==> src/pkg/dual_comparator_params.svh <==
// register offsets, field positions, reset values for the dual comparator wrapper
// assumes classic wishbone byte addressing with one 32-bit word per register
`ifndef DUAL_COMPARATOR_PARAMS_SVH
`define DUAL_COMPARATOR_PARAMS_SVH

`define CMP_ADR_CTRL0_ONE   6'h00
`define CMP_ADR_CTRL1_ONE   6'h04
`define CMP_ADR_CTRL0_TWO   6'h08
`define CMP_ADR_CTRL1_TWO   6'h0c
`define CMP_ADR_MIRROR      6'h10
`define CMP_ADR_STATUS      6'h14
`define CMP_ADR_MASK        6'h18
`define CMP_ADR_PORT        6'h1c

`define CMP_BIT_ON          7
`define CMP_BIT_RESULT      6
`define CMP_BIT_PIN_OE      5
`define CMP_BIT_INVERT      4
`define CMP_BIT_SPEED       2
`define CMP_BIT_HYST        1
`define CMP_BIT_SYNC        0
`define CMP_BIT_RISE        7
`define CMP_BIT_FALL        6

`define CMP_CTRL0_WMASK     8'hb7
`define CMP_CTRL1_WMASK     8'hf3
`define CMP_CTRL0_RESET     8'h04
`define CMP_CTRL1_RESET     8'h00

`define CMP_PSEL_PIN        2'h0
`define CMP_PSEL_DAC        2'h1
`define CMP_PSEL_FIXED      2'h2
`define CMP_PSEL_ALT        2'h3

`endif

==> src/pkg/dual_comparator_pkg.sv <==
// types shared by the dual comparator wrapper
// assumes the params header is included by the design files
package dual_comparator_pkg;

  typedef struct packed {
    logic       comparator_on;
    logic       pin_output_enable;
    logic       output_invert;
    logic       speed_power_select;
    logic       hysteresis_enable;
    logic       timer_sync_enable;
    logic       rise_event_enable;
    logic       fall_event_enable;
    logic [1:0] positive_input_select;
    logic [1:0] negative_input_select;
  } cmp_cfg_type;

  typedef enum logic [2:0] {
    BUS_IDLE = 3'b001,
    BUS_ACK  = 3'b010,
    BUS_WAIT = 3'b100
  } bus_state_type;

endpackage

==> src/design/comparator_channel.sv <==
// one comparator channel: result latch, edge detect, timer-synchronised output
// assumes raw analog decision and timer clock are already synchronised to clk_i
`timescale 1ns/100ps
module comparator_channel (
  input  wire logic                             clk_i,
  input  wire logic                             rst_i,
  input  wire dual_comparator_pkg::cmp_cfg_type cfg_i,
  input  wire logic                             raw_above_i,
  input  wire logic                             timer_clk_i,
  output logic                                  result_o,
  output logic                                  sync_result_o,
  output logic                                  edge_event_o
);

  logic result_ff;
  logic prev_result_ff;
  logic sync_result_ff;
  logic timer_clk_prev_ff;
  logic nxt_result;

  // ----------------------------------------
  // result latch
  // ----------------------------------------
  // disabled comparator decides low; invert still applies so toggling it makes an edge
  assign nxt_result = (raw_above_i & cfg_i.comparator_on) ^ cfg_i.output_invert;

  always_ff @(posedge clk_i) begin
    if (rst_i) begin
      result_ff <= 1'b0;
    end else begin
      result_ff <= nxt_result;
    end
  end

  // ----------------------------------------
  // edge detect
  // ----------------------------------------
  always_ff @(posedge clk_i) begin
    if (rst_i) begin
      prev_result_ff <= 1'b0;
    end else begin
      prev_result_ff <= result_ff;
    end
  end

  assign edge_event_o = (cfg_i.rise_event_enable & result_ff & ~prev_result_ff) |
                        (cfg_i.fall_event_enable & ~result_ff & prev_result_ff);

  // ----------------------------------------
  // timer sync
  // ----------------------------------------
  // timer clock is the post-prescaler source; latch on its falling edge
  always_ff @(posedge clk_i) begin
    if (rst_i) begin
      timer_clk_prev_ff <= 1'b0;
      sync_result_ff    <= 1'b0;
    end else begin
      timer_clk_prev_ff <= timer_clk_i;
      if (timer_clk_prev_ff && !timer_clk_i) begin
        sync_result_ff <= result_ff;
      end
    end
  end

  assign result_o      = result_ff;
  assign sync_result_o = sync_result_ff;

endmodule

==> src/design/dual_comparator_control.sv <==
// register wrapper for two analog comparators on classic wishbone
// assumes analog decisions, pins and timer clock come in asynchronously
// Overview of operation
// enable bit turns comparator on; clear means off and powered down; resets zero
// result reads one when noninverting above inverting, flipped by invert bit
// pin output enable routes result to pin, independent of enable bit
// speed select resets to one, normal power; zero selects low power
// hysteresis bit turns input hysteresis on when set; resets zero
// sync mode updates timer gate and pin result on timer clock falling edge
// rise enable lets rising result transitions set the event flag
// fall enable lets falling result transitions set the event flag
// positive select: pin, dac, fixed reference; code three pin or ground
// negative select routes one of four shared negative pins
// mirror register shows result two at bit one, result one at bit zero
// unimplemented bits read zero and ignore writes
// port read returns zero for every pin set as analog input
// software clears event flag; an edge during clearing keeps it set
// invert or enable toggles still raise edge events while disabled
// internal result latched every cycle; pin unlatched unless sync mode
// sync latch follows prescaler on falling edge, timer counts rising
// edges found by comparing latched result with previous cycle value
`timescale 1ns/100ps
`include "dual_comparator_params.svh"
module dual_comparator_control #(
  parameter int PORT_WIDTH = 8
) (
  input  wire logic                  clk_i,
  input  wire logic                  rst_i,
  input  wire logic                  cyc_i,
  input  wire logic                  stb_i,
  input  wire logic                  we_i,
  input  wire logic [5:0]            adr_i,
  input  wire logic [3:0]            sel_i,
  input  wire logic [31:0]           dat_i,
  output logic      [31:0]           dat_o,
  output logic                       ack_o,
  output logic                       irq_o,
  input  wire logic [1:0]            raw_above_i,
  input  wire logic                  timer_clk_i,
  input  wire logic [PORT_WIDTH-1:0] port_pins_i,
  input  wire logic [PORT_WIDTH-1:0] analog_select_i,
  output logic      [1:0]            comparator_on_o,
  output logic      [1:0]            speed_power_select_o,
  output logic      [1:0]            hysteresis_enable_o,
  output logic      [3:0]            positive_route_o,
  output logic      [3:0]            negative_route_o,
  output logic      [1:0]            result_pin_o,
  output logic      [1:0]            pin_output_enable_o,
  output logic      [1:0]            timer_gate_o
);

  initial begin
    if (PORT_WIDTH < 1 || PORT_WIDTH > 32) begin
      $error("PORT_WIDTH must be 1 to 32");
    end
  end

  // ----------------------------------------
  // input synchronisers
  // ----------------------------------------
  logic [1:0]            raw_meta_ff;
  logic [1:0]            raw_sync_ff;
  logic                  tclk_meta_ff;
  logic                  tclk_sync_ff;
  logic [PORT_WIDTH-1:0] port_meta_ff;
  logic [PORT_WIDTH-1:0] port_sync_ff;

  always_ff @(posedge clk_i) begin
    if (rst_i) begin
      raw_meta_ff  <= 2'h0;
      raw_sync_ff  <= 2'h0;
      tclk_meta_ff <= 1'b0;
      tclk_sync_ff <= 1'b0;
      port_meta_ff <= '0;
      port_sync_ff <= '0;
    end else begin
      raw_meta_ff  <= raw_above_i;
      raw_sync_ff  <= raw_meta_ff;
      tclk_meta_ff <= timer_clk_i;
      tclk_sync_ff <= tclk_meta_ff;
      port_meta_ff <= port_pins_i;
      port_sync_ff <= port_meta_ff;
    end
  end

  // ----------------------------------------
  // control registers
  // ----------------------------------------
  logic [7:0]                       ctrl0_ff [2];
  logic [7:0]                       ctrl1_ff [2];
  logic [1:0]                       status_ff;
  logic [1:0]                       mask_ff;
  dual_comparator_pkg::cmp_cfg_type cfg [2];
  logic [1:0]                       result;
  logic [1:0]                       sync_result;
  logic [1:0]                       edge_event;
  logic                             wr_take;
  logic                             rd_take;
  dual_comparator_pkg::bus_state_type bus_state_ff;

  assign wr_take = (bus_state_ff == dual_comparator_pkg::BUS_IDLE) & cyc_i & stb_i & we_i &
                   sel_i[0];
  assign rd_take = (bus_state_ff == dual_comparator_pkg::BUS_IDLE) & cyc_i & stb_i & ~we_i;

  genvar g;
  generate
    for (g = 0; g < 2; g++) begin : gen_chan
      localparam logic [5:0] ADR0 = (g == 0) ? `CMP_ADR_CTRL0_ONE : `CMP_ADR_CTRL0_TWO;
      localparam logic [5:0] ADR1 = (g == 0) ? `CMP_ADR_CTRL1_ONE : `CMP_ADR_CTRL1_TWO;

      always_ff @(posedge clk_i) begin
        if (rst_i) begin
          ctrl0_ff[g] <= `CMP_CTRL0_RESET;
          ctrl1_ff[g] <= `CMP_CTRL1_RESET;
        end else if (wr_take) begin
          if (adr_i == ADR0) begin
            ctrl0_ff[g] <= dat_i[7:0] & `CMP_CTRL0_WMASK;
          end
          if (adr_i == ADR1) begin
            ctrl1_ff[g] <= dat_i[7:0] & `CMP_CTRL1_WMASK;
          end
        end
      end

      assign cfg[g].comparator_on         = ctrl0_ff[g][`CMP_BIT_ON];
      assign cfg[g].pin_output_enable     = ctrl0_ff[g][`CMP_BIT_PIN_OE];
      assign cfg[g].output_invert         = ctrl0_ff[g][`CMP_BIT_INVERT];
      assign cfg[g].speed_power_select    = ctrl0_ff[g][`CMP_BIT_SPEED];
      assign cfg[g].hysteresis_enable     = ctrl0_ff[g][`CMP_BIT_HYST];
      assign cfg[g].timer_sync_enable     = ctrl0_ff[g][`CMP_BIT_SYNC];
      assign cfg[g].rise_event_enable     = ctrl1_ff[g][`CMP_BIT_RISE];
      assign cfg[g].fall_event_enable     = ctrl1_ff[g][`CMP_BIT_FALL];
      assign cfg[g].positive_input_select = ctrl1_ff[g][5:4];
      assign cfg[g].negative_input_select = ctrl1_ff[g][1:0];

      comparator_channel u_chan (
        .clk_i         (clk_i),
        .rst_i         (rst_i),
        .cfg_i         (cfg[g]),
        .raw_above_i   (raw_sync_ff[g]),
        .timer_clk_i   (tclk_sync_ff),
        .result_o      (result[g]),
        .sync_result_o (sync_result[g]),
        .edge_event_o  (edge_event[g])
      );

      // ----------------------------------------
      // analog and pin outputs
      // ----------------------------------------
      logic       pin_val;
      logic [1:0] pos_route;
      // code three on channel two selects ground, encoded as route 3
      assign pos_route = cfg[g].positive_input_select;
      assign pin_val   = cfg[g].timer_sync_enable ? sync_result[g] : result[g];

      always_ff @(posedge clk_i) begin
        if (rst_i) begin
          comparator_on_o[g]      <= 1'b0;
          speed_power_select_o[g] <= 1'b1;
          hysteresis_enable_o[g]  <= 1'b0;
          positive_route_o[2*g+1:2*g] <= 2'h0;
          negative_route_o[2*g+1:2*g] <= 2'h0;
          result_pin_o[g]         <= 1'b0;
          pin_output_enable_o[g]  <= 1'b0;
          timer_gate_o[g]         <= 1'b0;
        end else begin
          comparator_on_o[g]      <= cfg[g].comparator_on;
          speed_power_select_o[g] <= cfg[g].speed_power_select;
          hysteresis_enable_o[g]  <= cfg[g].hysteresis_enable;
          if (g == 0 && pos_route == `CMP_PSEL_ALT) begin
            positive_route_o[2*g+1:2*g] <= `CMP_PSEL_PIN;
          end else begin
            positive_route_o[2*g+1:2*g] <= pos_route;
          end
          negative_route_o[2*g+1:2*g] <= cfg[g].negative_input_select;
          result_pin_o[g]         <= pin_val;
          pin_output_enable_o[g]  <= cfg[g].pin_output_enable;
          timer_gate_o[g]         <= pin_val;
        end
      end
    end
  endgenerate

  // ----------------------------------------
  // event flags and interrupt
  // ----------------------------------------
  logic [1:0] clr_bits;
  assign clr_bits = (wr_take && adr_i == `CMP_ADR_STATUS) ? dat_i[1:0] : 2'h0;

  always_ff @(posedge clk_i) begin
    if (rst_i) begin
      status_ff <= 2'h0;
    end else begin
      // set beats clear so an edge during the clear write is kept
      status_ff <= (status_ff & ~clr_bits) | edge_event;
    end
  end

  always_ff @(posedge clk_i) begin
    if (rst_i) begin
      mask_ff <= 2'h0;
    end else if (wr_take && adr_i == `CMP_ADR_MASK) begin
      mask_ff <= dat_i[1:0];
    end
  end

  always_ff @(posedge clk_i) begin
    if (rst_i) begin
      irq_o <= 1'b0;
    end else begin
      irq_o <= |(status_ff & mask_ff);
    end
  end

  // ----------------------------------------
  // wishbone slave
  // ----------------------------------------
  logic [7:0]  ctrl0_read [2];
  logic [31:0] nxt_dat;
  logic [PORT_WIDTH-1:0] port_read;

  assign ctrl0_read[0] = ctrl0_ff[0] | {1'b0, result[0], 6'h00};
  assign ctrl0_read[1] = ctrl0_ff[1] | {1'b0, result[1], 6'h00};
  assign port_read     = port_sync_ff & ~analog_select_i;

  always_comb begin
    nxt_dat = 32'h0000_0000;
    unique case (adr_i)
      `CMP_ADR_CTRL0_ONE: nxt_dat[7:0] = ctrl0_read[0];
      `CMP_ADR_CTRL1_ONE: nxt_dat[7:0] = ctrl1_ff[0];
      `CMP_ADR_CTRL0_TWO: nxt_dat[7:0] = ctrl0_read[1];
      `CMP_ADR_CTRL1_TWO: nxt_dat[7:0] = ctrl1_ff[1];
      `CMP_ADR_MIRROR:    nxt_dat[1:0] = {result[1], result[0]};
      `CMP_ADR_STATUS:    nxt_dat[1:0] = status_ff;
      `CMP_ADR_MASK:      nxt_dat[1:0] = mask_ff;
      `CMP_ADR_PORT:      nxt_dat[PORT_WIDTH-1:0] = port_read;
      default:            nxt_dat = 32'h0000_0000;
    endcase
  end

  // one registered ack a cycle after the request is seen, then wait until cyc_i or stb_i drops so a held request is not taken twice
  always_ff @(posedge clk_i) begin
    if (rst_i) begin
      bus_state_ff <= dual_comparator_pkg::BUS_IDLE;
      ack_o        <= 1'b0;
      dat_o        <= 32'h0000_0000;
    end else begin
      unique case (bus_state_ff)
        dual_comparator_pkg::BUS_IDLE: begin
          ack_o <= 1'b0;
          if (cyc_i && stb_i) begin
            bus_state_ff <= dual_comparator_pkg::BUS_ACK;
            ack_o        <= 1'b1;
            dat_o        <= rd_take ? nxt_dat : 32'h0000_0000;
          end
        end
        dual_comparator_pkg::BUS_ACK: begin
          ack_o        <= 1'b0;
          dat_o        <= 32'h0000_0000;
          bus_state_ff <= dual_comparator_pkg::BUS_WAIT;
        end
        dual_comparator_pkg::BUS_WAIT: begin
          ack_o <= 1'b0;
          if (!(cyc_i && stb_i)) begin
            bus_state_ff <= dual_comparator_pkg::BUS_IDLE;
          end
        end
        default: begin
          ack_o        <= 1'b0;
          bus_state_ff <= dual_comparator_pkg::BUS_IDLE;
        end
      endcase
    end
  end

endmodule

==> config.mk <==
export PLATFORM = sky130hd
export DESIGN_NAME = dual_comparator_control
export DESIGN_NICKNAME = d
export VERILOG_FILES = /design/src/pkg/dual_comparator_pkg.sv /design/src/design/comparator_channel.sv /design/src/design/dual_comparator_control.sv
export VERILOG_INCLUDE_DIRS = /design/src /design/src/pkg
export SDC_FILE = /design/constraint.sdc
export NUM_CORES = 1
export LEC_CHECK = 0
export BUFFER_PORTS_ARGS = -buffer_cell sky130_fd_sc_hd__buf_2
export CAP_MARGIN = 30
export CORE_MARGIN = 2
export CORE_UTILIZATION = 45
export CTS_CLUSTER_DIAMETER = 30
export CTS_CLUSTER_SIZE = 8
export DETAILED_ROUTE_END_ITERATION = 10
export GPL_TIMING_DRIVEN = 0
export PLACE_DENSITY_LB_ADDON = 0.12
export SYNTH_ARGS = -nofsm -noshare
export SYNTH_HDL_FRONTEND = slang
export SYNTH_SLANG_ARGS = --single-unit
==> constraint.sdc <==
create_clock -name clk_i -period 1.6 [get_ports clk_i]
set_input_delay 0.32 -clock clk_i [delete_from_list [all_inputs] [get_ports clk_i]]
set_output_delay 0.32 -clock clk_i [all_outputs]
set_load 0.005 [all_outputs]
# Word-level counts from Yosys, hierarchy flattened
# Memory sizes are Yosys's and may differ from the RTL's.
# Index checks and enable logic that the tools add are counted.
[op_classes] n_reduce_logical=12 muxes=34 bitwise_logic=37 n_eq_ne=13
[op_table] operator="$pmux W32 S2" n=1
[op_table] operator="$mux W32" n=1
[op_table] operator="$pmux W6 S5" n=1
[op_table] operator="$eq A6 B5 Y1 const B" n=4
[op_table] operator="$mux W6" n=4
[op_table] operator="$mux W1" n=21
[op_table] operator="$or A8 B7 Y8" n=2
[op_table] operator="$pmux W2 S8" n=1
[op_table] operator="$and A1 B1 Y1" n=15
[op_table] operator="$eq A6 B4 Y1 const B" n=2
[op_table] operator="$pmux W3 S3" n=1
[op_table] operator="$and A8 B8 Y8" n=1
[op_table] operator="$mux W8" n=1
[op_table] operator="$not A8 Y8" n=1
[op_table] operator="$eq A6 B3 Y1 const B" n=1
[op_table] operator="$logic_not A6 Y1" n=1
[op_table] operator="$mux W3" n=2
[op_table] operator="$not A1 Y1" n=6
[op_table] operator="$or A1 B1 Y1" n=6
[op_table] operator="$reduce_or A2 Y1" n=3
[op_table] operator="$and A2 B2 Y2" n=2
[op_table] operator="$logic_and A1 B1 Y1" n=4
[op_table] operator="$reduce_and A2 Y1" n=2
[op_table] operator="$eq A3 B1 Y1 const B" n=1
[op_table] operator="other kinds (11)" n=12
[word_totals] output_inout_bits=54 input_bits=66 elab_cells=131 register_bits=88 ramBits=24 n_memories=2
[memory_table] name="ctrl0_ff" words=2 width=6 rd=2 rd_ports_with_merged_regs=0 wr=2 line_no="dual_comparator_control.sv:89" source="logic [7:0] ctrl0_ff [2];"
[memory_table] name="ctrl1_ff" words=2 width=6 rd=2 rd_ports_with_merged_regs=0 wr=2 line_no="dual_comparator_control.sv:90" source="logic [7:0] ctrl1_ff [2];"

# Logic depth before layout (Yosys ltp)
[logic_depth] ltp_word=10 mapped_depth=6 depth_no_buf=5

# Cells and area by module
# Synthesis repeated with hierarchy kept, for this count alone.
[unflattened] hier_cells=337 hier_area_um2=3652.3
[by_module_without_submodules] module="dual_comparator_control" cells_each=307 area_each_um2=3334.4 instances=1 seq_area_each_um2=1861.8
[by_module_without_submodules] module="comparator_channel" cells_each=15 area_each_um2=158.9 instances=2 seq_area_each_um2=80.1

# Least setup slack after synthesis
# OpenSTA, ideal clock, no wires.
[synth_timing] path_kind="input to register" from="input adr_i[1]" to="memory ctrl0_ff[1][0] (netlist name), enable pin" required_ns=1.281 cell_stages=3 path_slack_ns=-0.030 arrival_time_ns=1.311 path_buffers=0 path_cell_list="or4_4 nor2_4 a41o_1"
[synth_lines] element="start, declared" line_no="dual_comparator_control.sv:32" source="input wire logic [5:0] adr_i,"
[synth_lines] element="end, declared" line_no="dual_comparator_control.sv:89"

==> results.yml <==
logic_synthesis:
  yosys-top-cells-area: "sky130_fd_sc_hd__dfxtp_1 36%, sky130_fd_sc_hd__edfxtp_1 20%, sky130_fd_sc_hd__nor2b_1 7.5%, sky130_fd_sc_hd__buf_4 5.5%, sky130_fd_sc_hd__and2_1 4.0%"
  netlist.area_leader.share_pct: 35.8
  synth_top_family_by_area: "simple AND/OR/NAND/NOR gates"
  synth_area_sq_um: 3580
  synth.yosys.seq_area_share_pct: 56.0
  post_synth_fa_ha_maj_area_fraction_pct: 0
  synthMuxAreaShare_pct: 5.04
  post_synth_xor_area_fraction_pct: 0.490
  synthCells: 320
  synth_simple_gate_area_share_pct: 22.8
  number_of_synthesized_flops_with_an_enable_pin: 24
  yosys.area.top_type: "sky130_fd_sc_hd__dfxtp_1"
  synth.avg_cell_area_sq_um: 11.2
  synth-compound-area-share_pct: 7.80
  synth_flop_cell: "sky130_fd_sc_hd__dfxtp_1"
  synthesized_flop_and_latch_total: 88
  yosysWarnings: 0
  synthArstFlopShare_pct: 0
  ys_types: 49
hold_path:
  hold_path_startpoint: "port_pins_i[3]"
  min_delay_worst_endpoint: "port_meta_ff[3]"
  hold_path.class: "in2reg"
  holdPathStages: 2
timing:
  finalWorstPathRequiredPeriod_ns: 1.64
  whs_ns: 0.166
  grt_setup_unrepaired: "true"
  max_slew_margin_pct: 61.7
  finalWorstSetupSlack_ns: -0.0359
  tightestPinTransition_ns: 0.575
  hold_viol_final: 0
  max_freq_ghz: 0.611
  finClkSkew_ns: 0.00882
  slew_viol_final: 0
  setup_violations: 2
  post-route-period-util_pct: 102
cells_and_area:
  multi_input_area_sq_um: 1430
  seq_area_sq_um: 2000
  post_route_cells_drive_above_1_share_pct: 33.3
  area_overhead_of_the_layout_relative_to_synthesis_pct: 23.3
  n_antenna_cell: 0
  n_fill_cell: 689
  num-nets-final: 490
floorplan:
  rows: 32
  io_pins: 120
  design.core.area_sq_um: 7730
  fp.dieArea_sq_um: 8680
  start_util_pct: 46.3
  fp.dieW_um: 93.2
  floorplan.die.height_um: 93.2
worst_setup_path:
  setup.reg_to_reg.worst_slack_ns: -0.04
  crit_fanout: 6
  timing_worst_setup_path_type: "reg2reg"
  timing.critical_path.from_type: "register"
  critical_path.reg2reg.startpoint: "bus_state_ff[1]"
  end_kind: "register"
  cp.required_ns: 1.72
  r2r-end: "ctrl0_ff[0][2]"
  critical_path_arrival_ns: 1.76
  reg2regPathDepth: 5
power_and_ir_drop:
  share_comb_of_total_power_pct: 8.2
  ir_worst_vdd_uv: 543
  switching_share_pct: 23.1
  power_switching_mw: 0.981
  power_frac_clock_pct: 35.5
  internal_power_mw: 3.26
  leakage_power_nw: 1.90
  sequentialPowerShare_pct: 56.3
  power_per_cell_area_nw_per_um2: 961
routing:
  detailed_route_wire_length_um: 7640
  dr.first_iter.drc_count: 101
  drt-wirelength-per-cell_um: 14.4
  route.antenna.remaining_nets: 0
  vias: 2507
  route.detailed.drc: 0
  avgViaCountPerCell: 4.72
  detailedRoute.firstPassIterationCount: 4
cts:
  cts-root-buf: "sky130_fd_sc_hd__clkbuf_8"
  cts.hold.buffers_added: 0
  clk_pin_slew_ns: 0.08
  cts_sinks: 88
  h-tree-depth: 3
  clockBufferDepth: 2
  skew_pair_late_insertion_delay_ns: 0.36
  clock_tree_from_tritoncts: "yes"
  cts_buffers: 9
global_route:
  global_route.usage.total_pct: 18.6
  grt_pass1_vias: 2318
  grt_remaining_overflow: 0
  largest_net_degree_at_the_start_of_global_routing: 15
  grt_first_pass_wirelength_um: 11800
  number_of_antenna_violations_at_the_first_check_in_global_routing: 0
run:
  cap_viol_max_count: 0
placed_design:
  gp_congestion: 0.867
  hpwl_dp_um: 5650
  quantity_of_i_o_buffers_inserted_on_ports: 66
  place_ws_ns: -0.438
status:
  status: "complete, but fails checks"
  failed_checks: "setup timing"
==> per-layer routing <==
layer	global-route usage (%)	vias to the layer above	wire length (um)
li1	-	1258	-
met2	30.0	79	3630
met3	4.67	13	435
met1	23.7	1157	3440
met5	0	-	0
met4	7.97	0	140
==> metrics by stage <==
step / TNS (ns) / total power [mW] / util (%) / instances / area [sq um]
global placement: -16.87 / 2.77 / 53.4 / 511 / 4120
finish: -0.0362 / 4.24 / 57.1 / 531 / 4410
detailed placement: -17.28 / 2.77 / 53.4 / 511 / 4120
floorplan: 0 / 2.64 / - / 343 / 3670
global route: -0.548 / 4.40 / 57.1 / 531 / 4410
CTS: -0.0224 / 4.26 / 56.7 / 529 / 4380
==> power by group through the flow <==
stage / sequential (mW) / combinational [mW] / clock, mW
floorplan: 2.43 / 0.210 / 0
global placement: 2.44 / 0.331 / 0
detailed placement: 2.44 / 0.334 / 0
CTS: 2.39 / 0.344 / 1.53
global route: 2.40 / 0.385 / 1.62
finish: 2.39 / 0.348 / 1.50
==> how the worst max path moves through the flow <==
stage / to / cells past startpoint / slack, ns / startpoint
after global placement: ctrl1_ff[1][4] / 5 / -0.41 / adr_i[4]
final: ctrl0_ff[0][2] / 5 / -0.04 / bus_state_ff[1]
after floorplan: ctrl0_ff[1][0] / 3 / 0.01 / adr_i[1]
after CTS: ctrl0_ff[0][2] / 5 / -0.02 / bus_state_ff[1]
after global routing: ctrl0_ff[0][2] / 5 / -0.08 / bus_state_ff[1]
after detailed placement: ctrl1_ff[1][3] / 5 / -0.44 / adr_i[4]
==> kinds of logic after synthesis <==
group                     count (synthesis)
AOI/OAI and AO/OA                        41
xor gates and xnor gates                  2
buffers and inverters                    47
DFF                                      88
muxes                                    13
other                                     1
and+or+nand+nor                         128
==> cell type report <==
cell class / instances / share of cell area, %
clock inverters: 4 / 0.568
well taps: 102 / 2.89
multi-input cells: 208 / 32.5
plain buffers: 38 / 5.65
flip-flops and latches: 88 / 45.5
repair buffers: 70 / 8.17
clock buffers: 12 / 4.00
inverters: 9 / 0.766
==> synthesized netlist by cell type, types with 7 or more instances <==
cell / n
sky130_fd_sc_hd__nand2_1: 14
sky130_fd_sc_hd__a32oi_1: 9
sky130_fd_sc_hd__mux2i_1: 9
sky130_fd_sc_hd__nand3_1: 9
sky130_fd_sc_hd__nor2b_1: 43
sky130_fd_sc_hd__a21oi_1: 7
sky130_fd_sc_hd__inv_1: 7
sky130_fd_sc_hd__edfxtp_1: 24
sky130_fd_sc_hd__nor2_1: 10
sky130_fd_sc_hd__buf_4: 26
sky130_fd_sc_hd__dfxtp_1: 64
sky130_fd_sc_hd__clkbuf_1: 7
sky130_fd_sc_hd__and2_1: 23
sky130_fd_sc_hd__o21ai_1: 7
==> critical path, cell delays in order, from the launching register on <==
cell,delay [ns]
sky130_fd_sc_hd__dfxtp_2,0.34
sky130_fd_sc_hd__nand4b_1,0.21
sky130_fd_sc_hd__or3_4,0.40
sky130_fd_sc_hd__nor4_4,0.21
sky130_fd_sc_hd__buf_4,0.18
sky130_fd_sc_hd__nand2b_1,0.06
==> what timing repair did <==
| item | in CTS | in global routing |
|---|---|---|
| buffers inserted | 2 | 2 |
| resized for setup | 11 | 5 |
| pin swaps | 3 | 3 |
| endpoints found under the setup margin | 42 | 28 |
==> flip-flops by register name (all words and copies together), names as in the netlist, 3 cells and up <==
signal	cells
port_sync_ff	8
bus_state_ff	3
port_meta_ff	8
positive_route_o	4
negative_route_o	4
ctrl0_ff	12
dat_o	8
ctrl1_ff	12
==> layout by cell type, fill, tap and decap left out, types with 2 or more instances in the layout <==
master	instances
sky130_fd_sc_hd__conb_1	24
sky130_fd_sc_hd__a21o_4	2
sky130_fd_sc_hd__nand4b_1	2
sky130_fd_sc_hd__or2_2	2
sky130_fd_sc_hd__nand2_1	13
sky130_fd_sc_hd__o21ai_1	7
sky130_fd_sc_hd__a22oi_1	2
sky130_fd_sc_hd__nor3b_1	4
sky130_fd_sc_hd__a32oi_1	9
sky130_fd_sc_hd__o21ai_0	6
sky130_fd_sc_hd__mux2i_1	9
sky130_fd_sc_hd__inv_2	2
sky130_fd_sc_hd__o22a_1	2
sky130_fd_sc_hd__xor2_1	2
sky130_fd_sc_hd__inv_1	7
sky130_fd_sc_hd__nand3_1	9
sky130_fd_sc_hd__nand2b_1	3
sky130_fd_sc_hd__clkbuf_1	7
sky130_fd_sc_hd__nor2_4	2
sky130_fd_sc_hd__edfxtp_1	24
sky130_fd_sc_hd__nor3_1	2
sky130_fd_sc_hd__buf_4	31
sky130_fd_sc_hd__mux4_2	4
sky130_fd_sc_hd__buf_2	69
sky130_fd_sc_hd__dfxtp_2	2
sky130_fd_sc_hd__a21oi_1	7
sky130_fd_sc_hd__nor2_1	9
sky130_fd_sc_hd__nor2b_1	43
sky130_fd_sc_hd__clkbuf_8	11
sky130_fd_sc_hd__nor4_4	3
sky130_fd_sc_hd__nand2_2	2
sky130_fd_sc_hd__and2_1	23
sky130_fd_sc_hd__a211oi_1	2
sky130_fd_sc_hd__dfxtp_1	62
(Power assumes the default switching activity.)
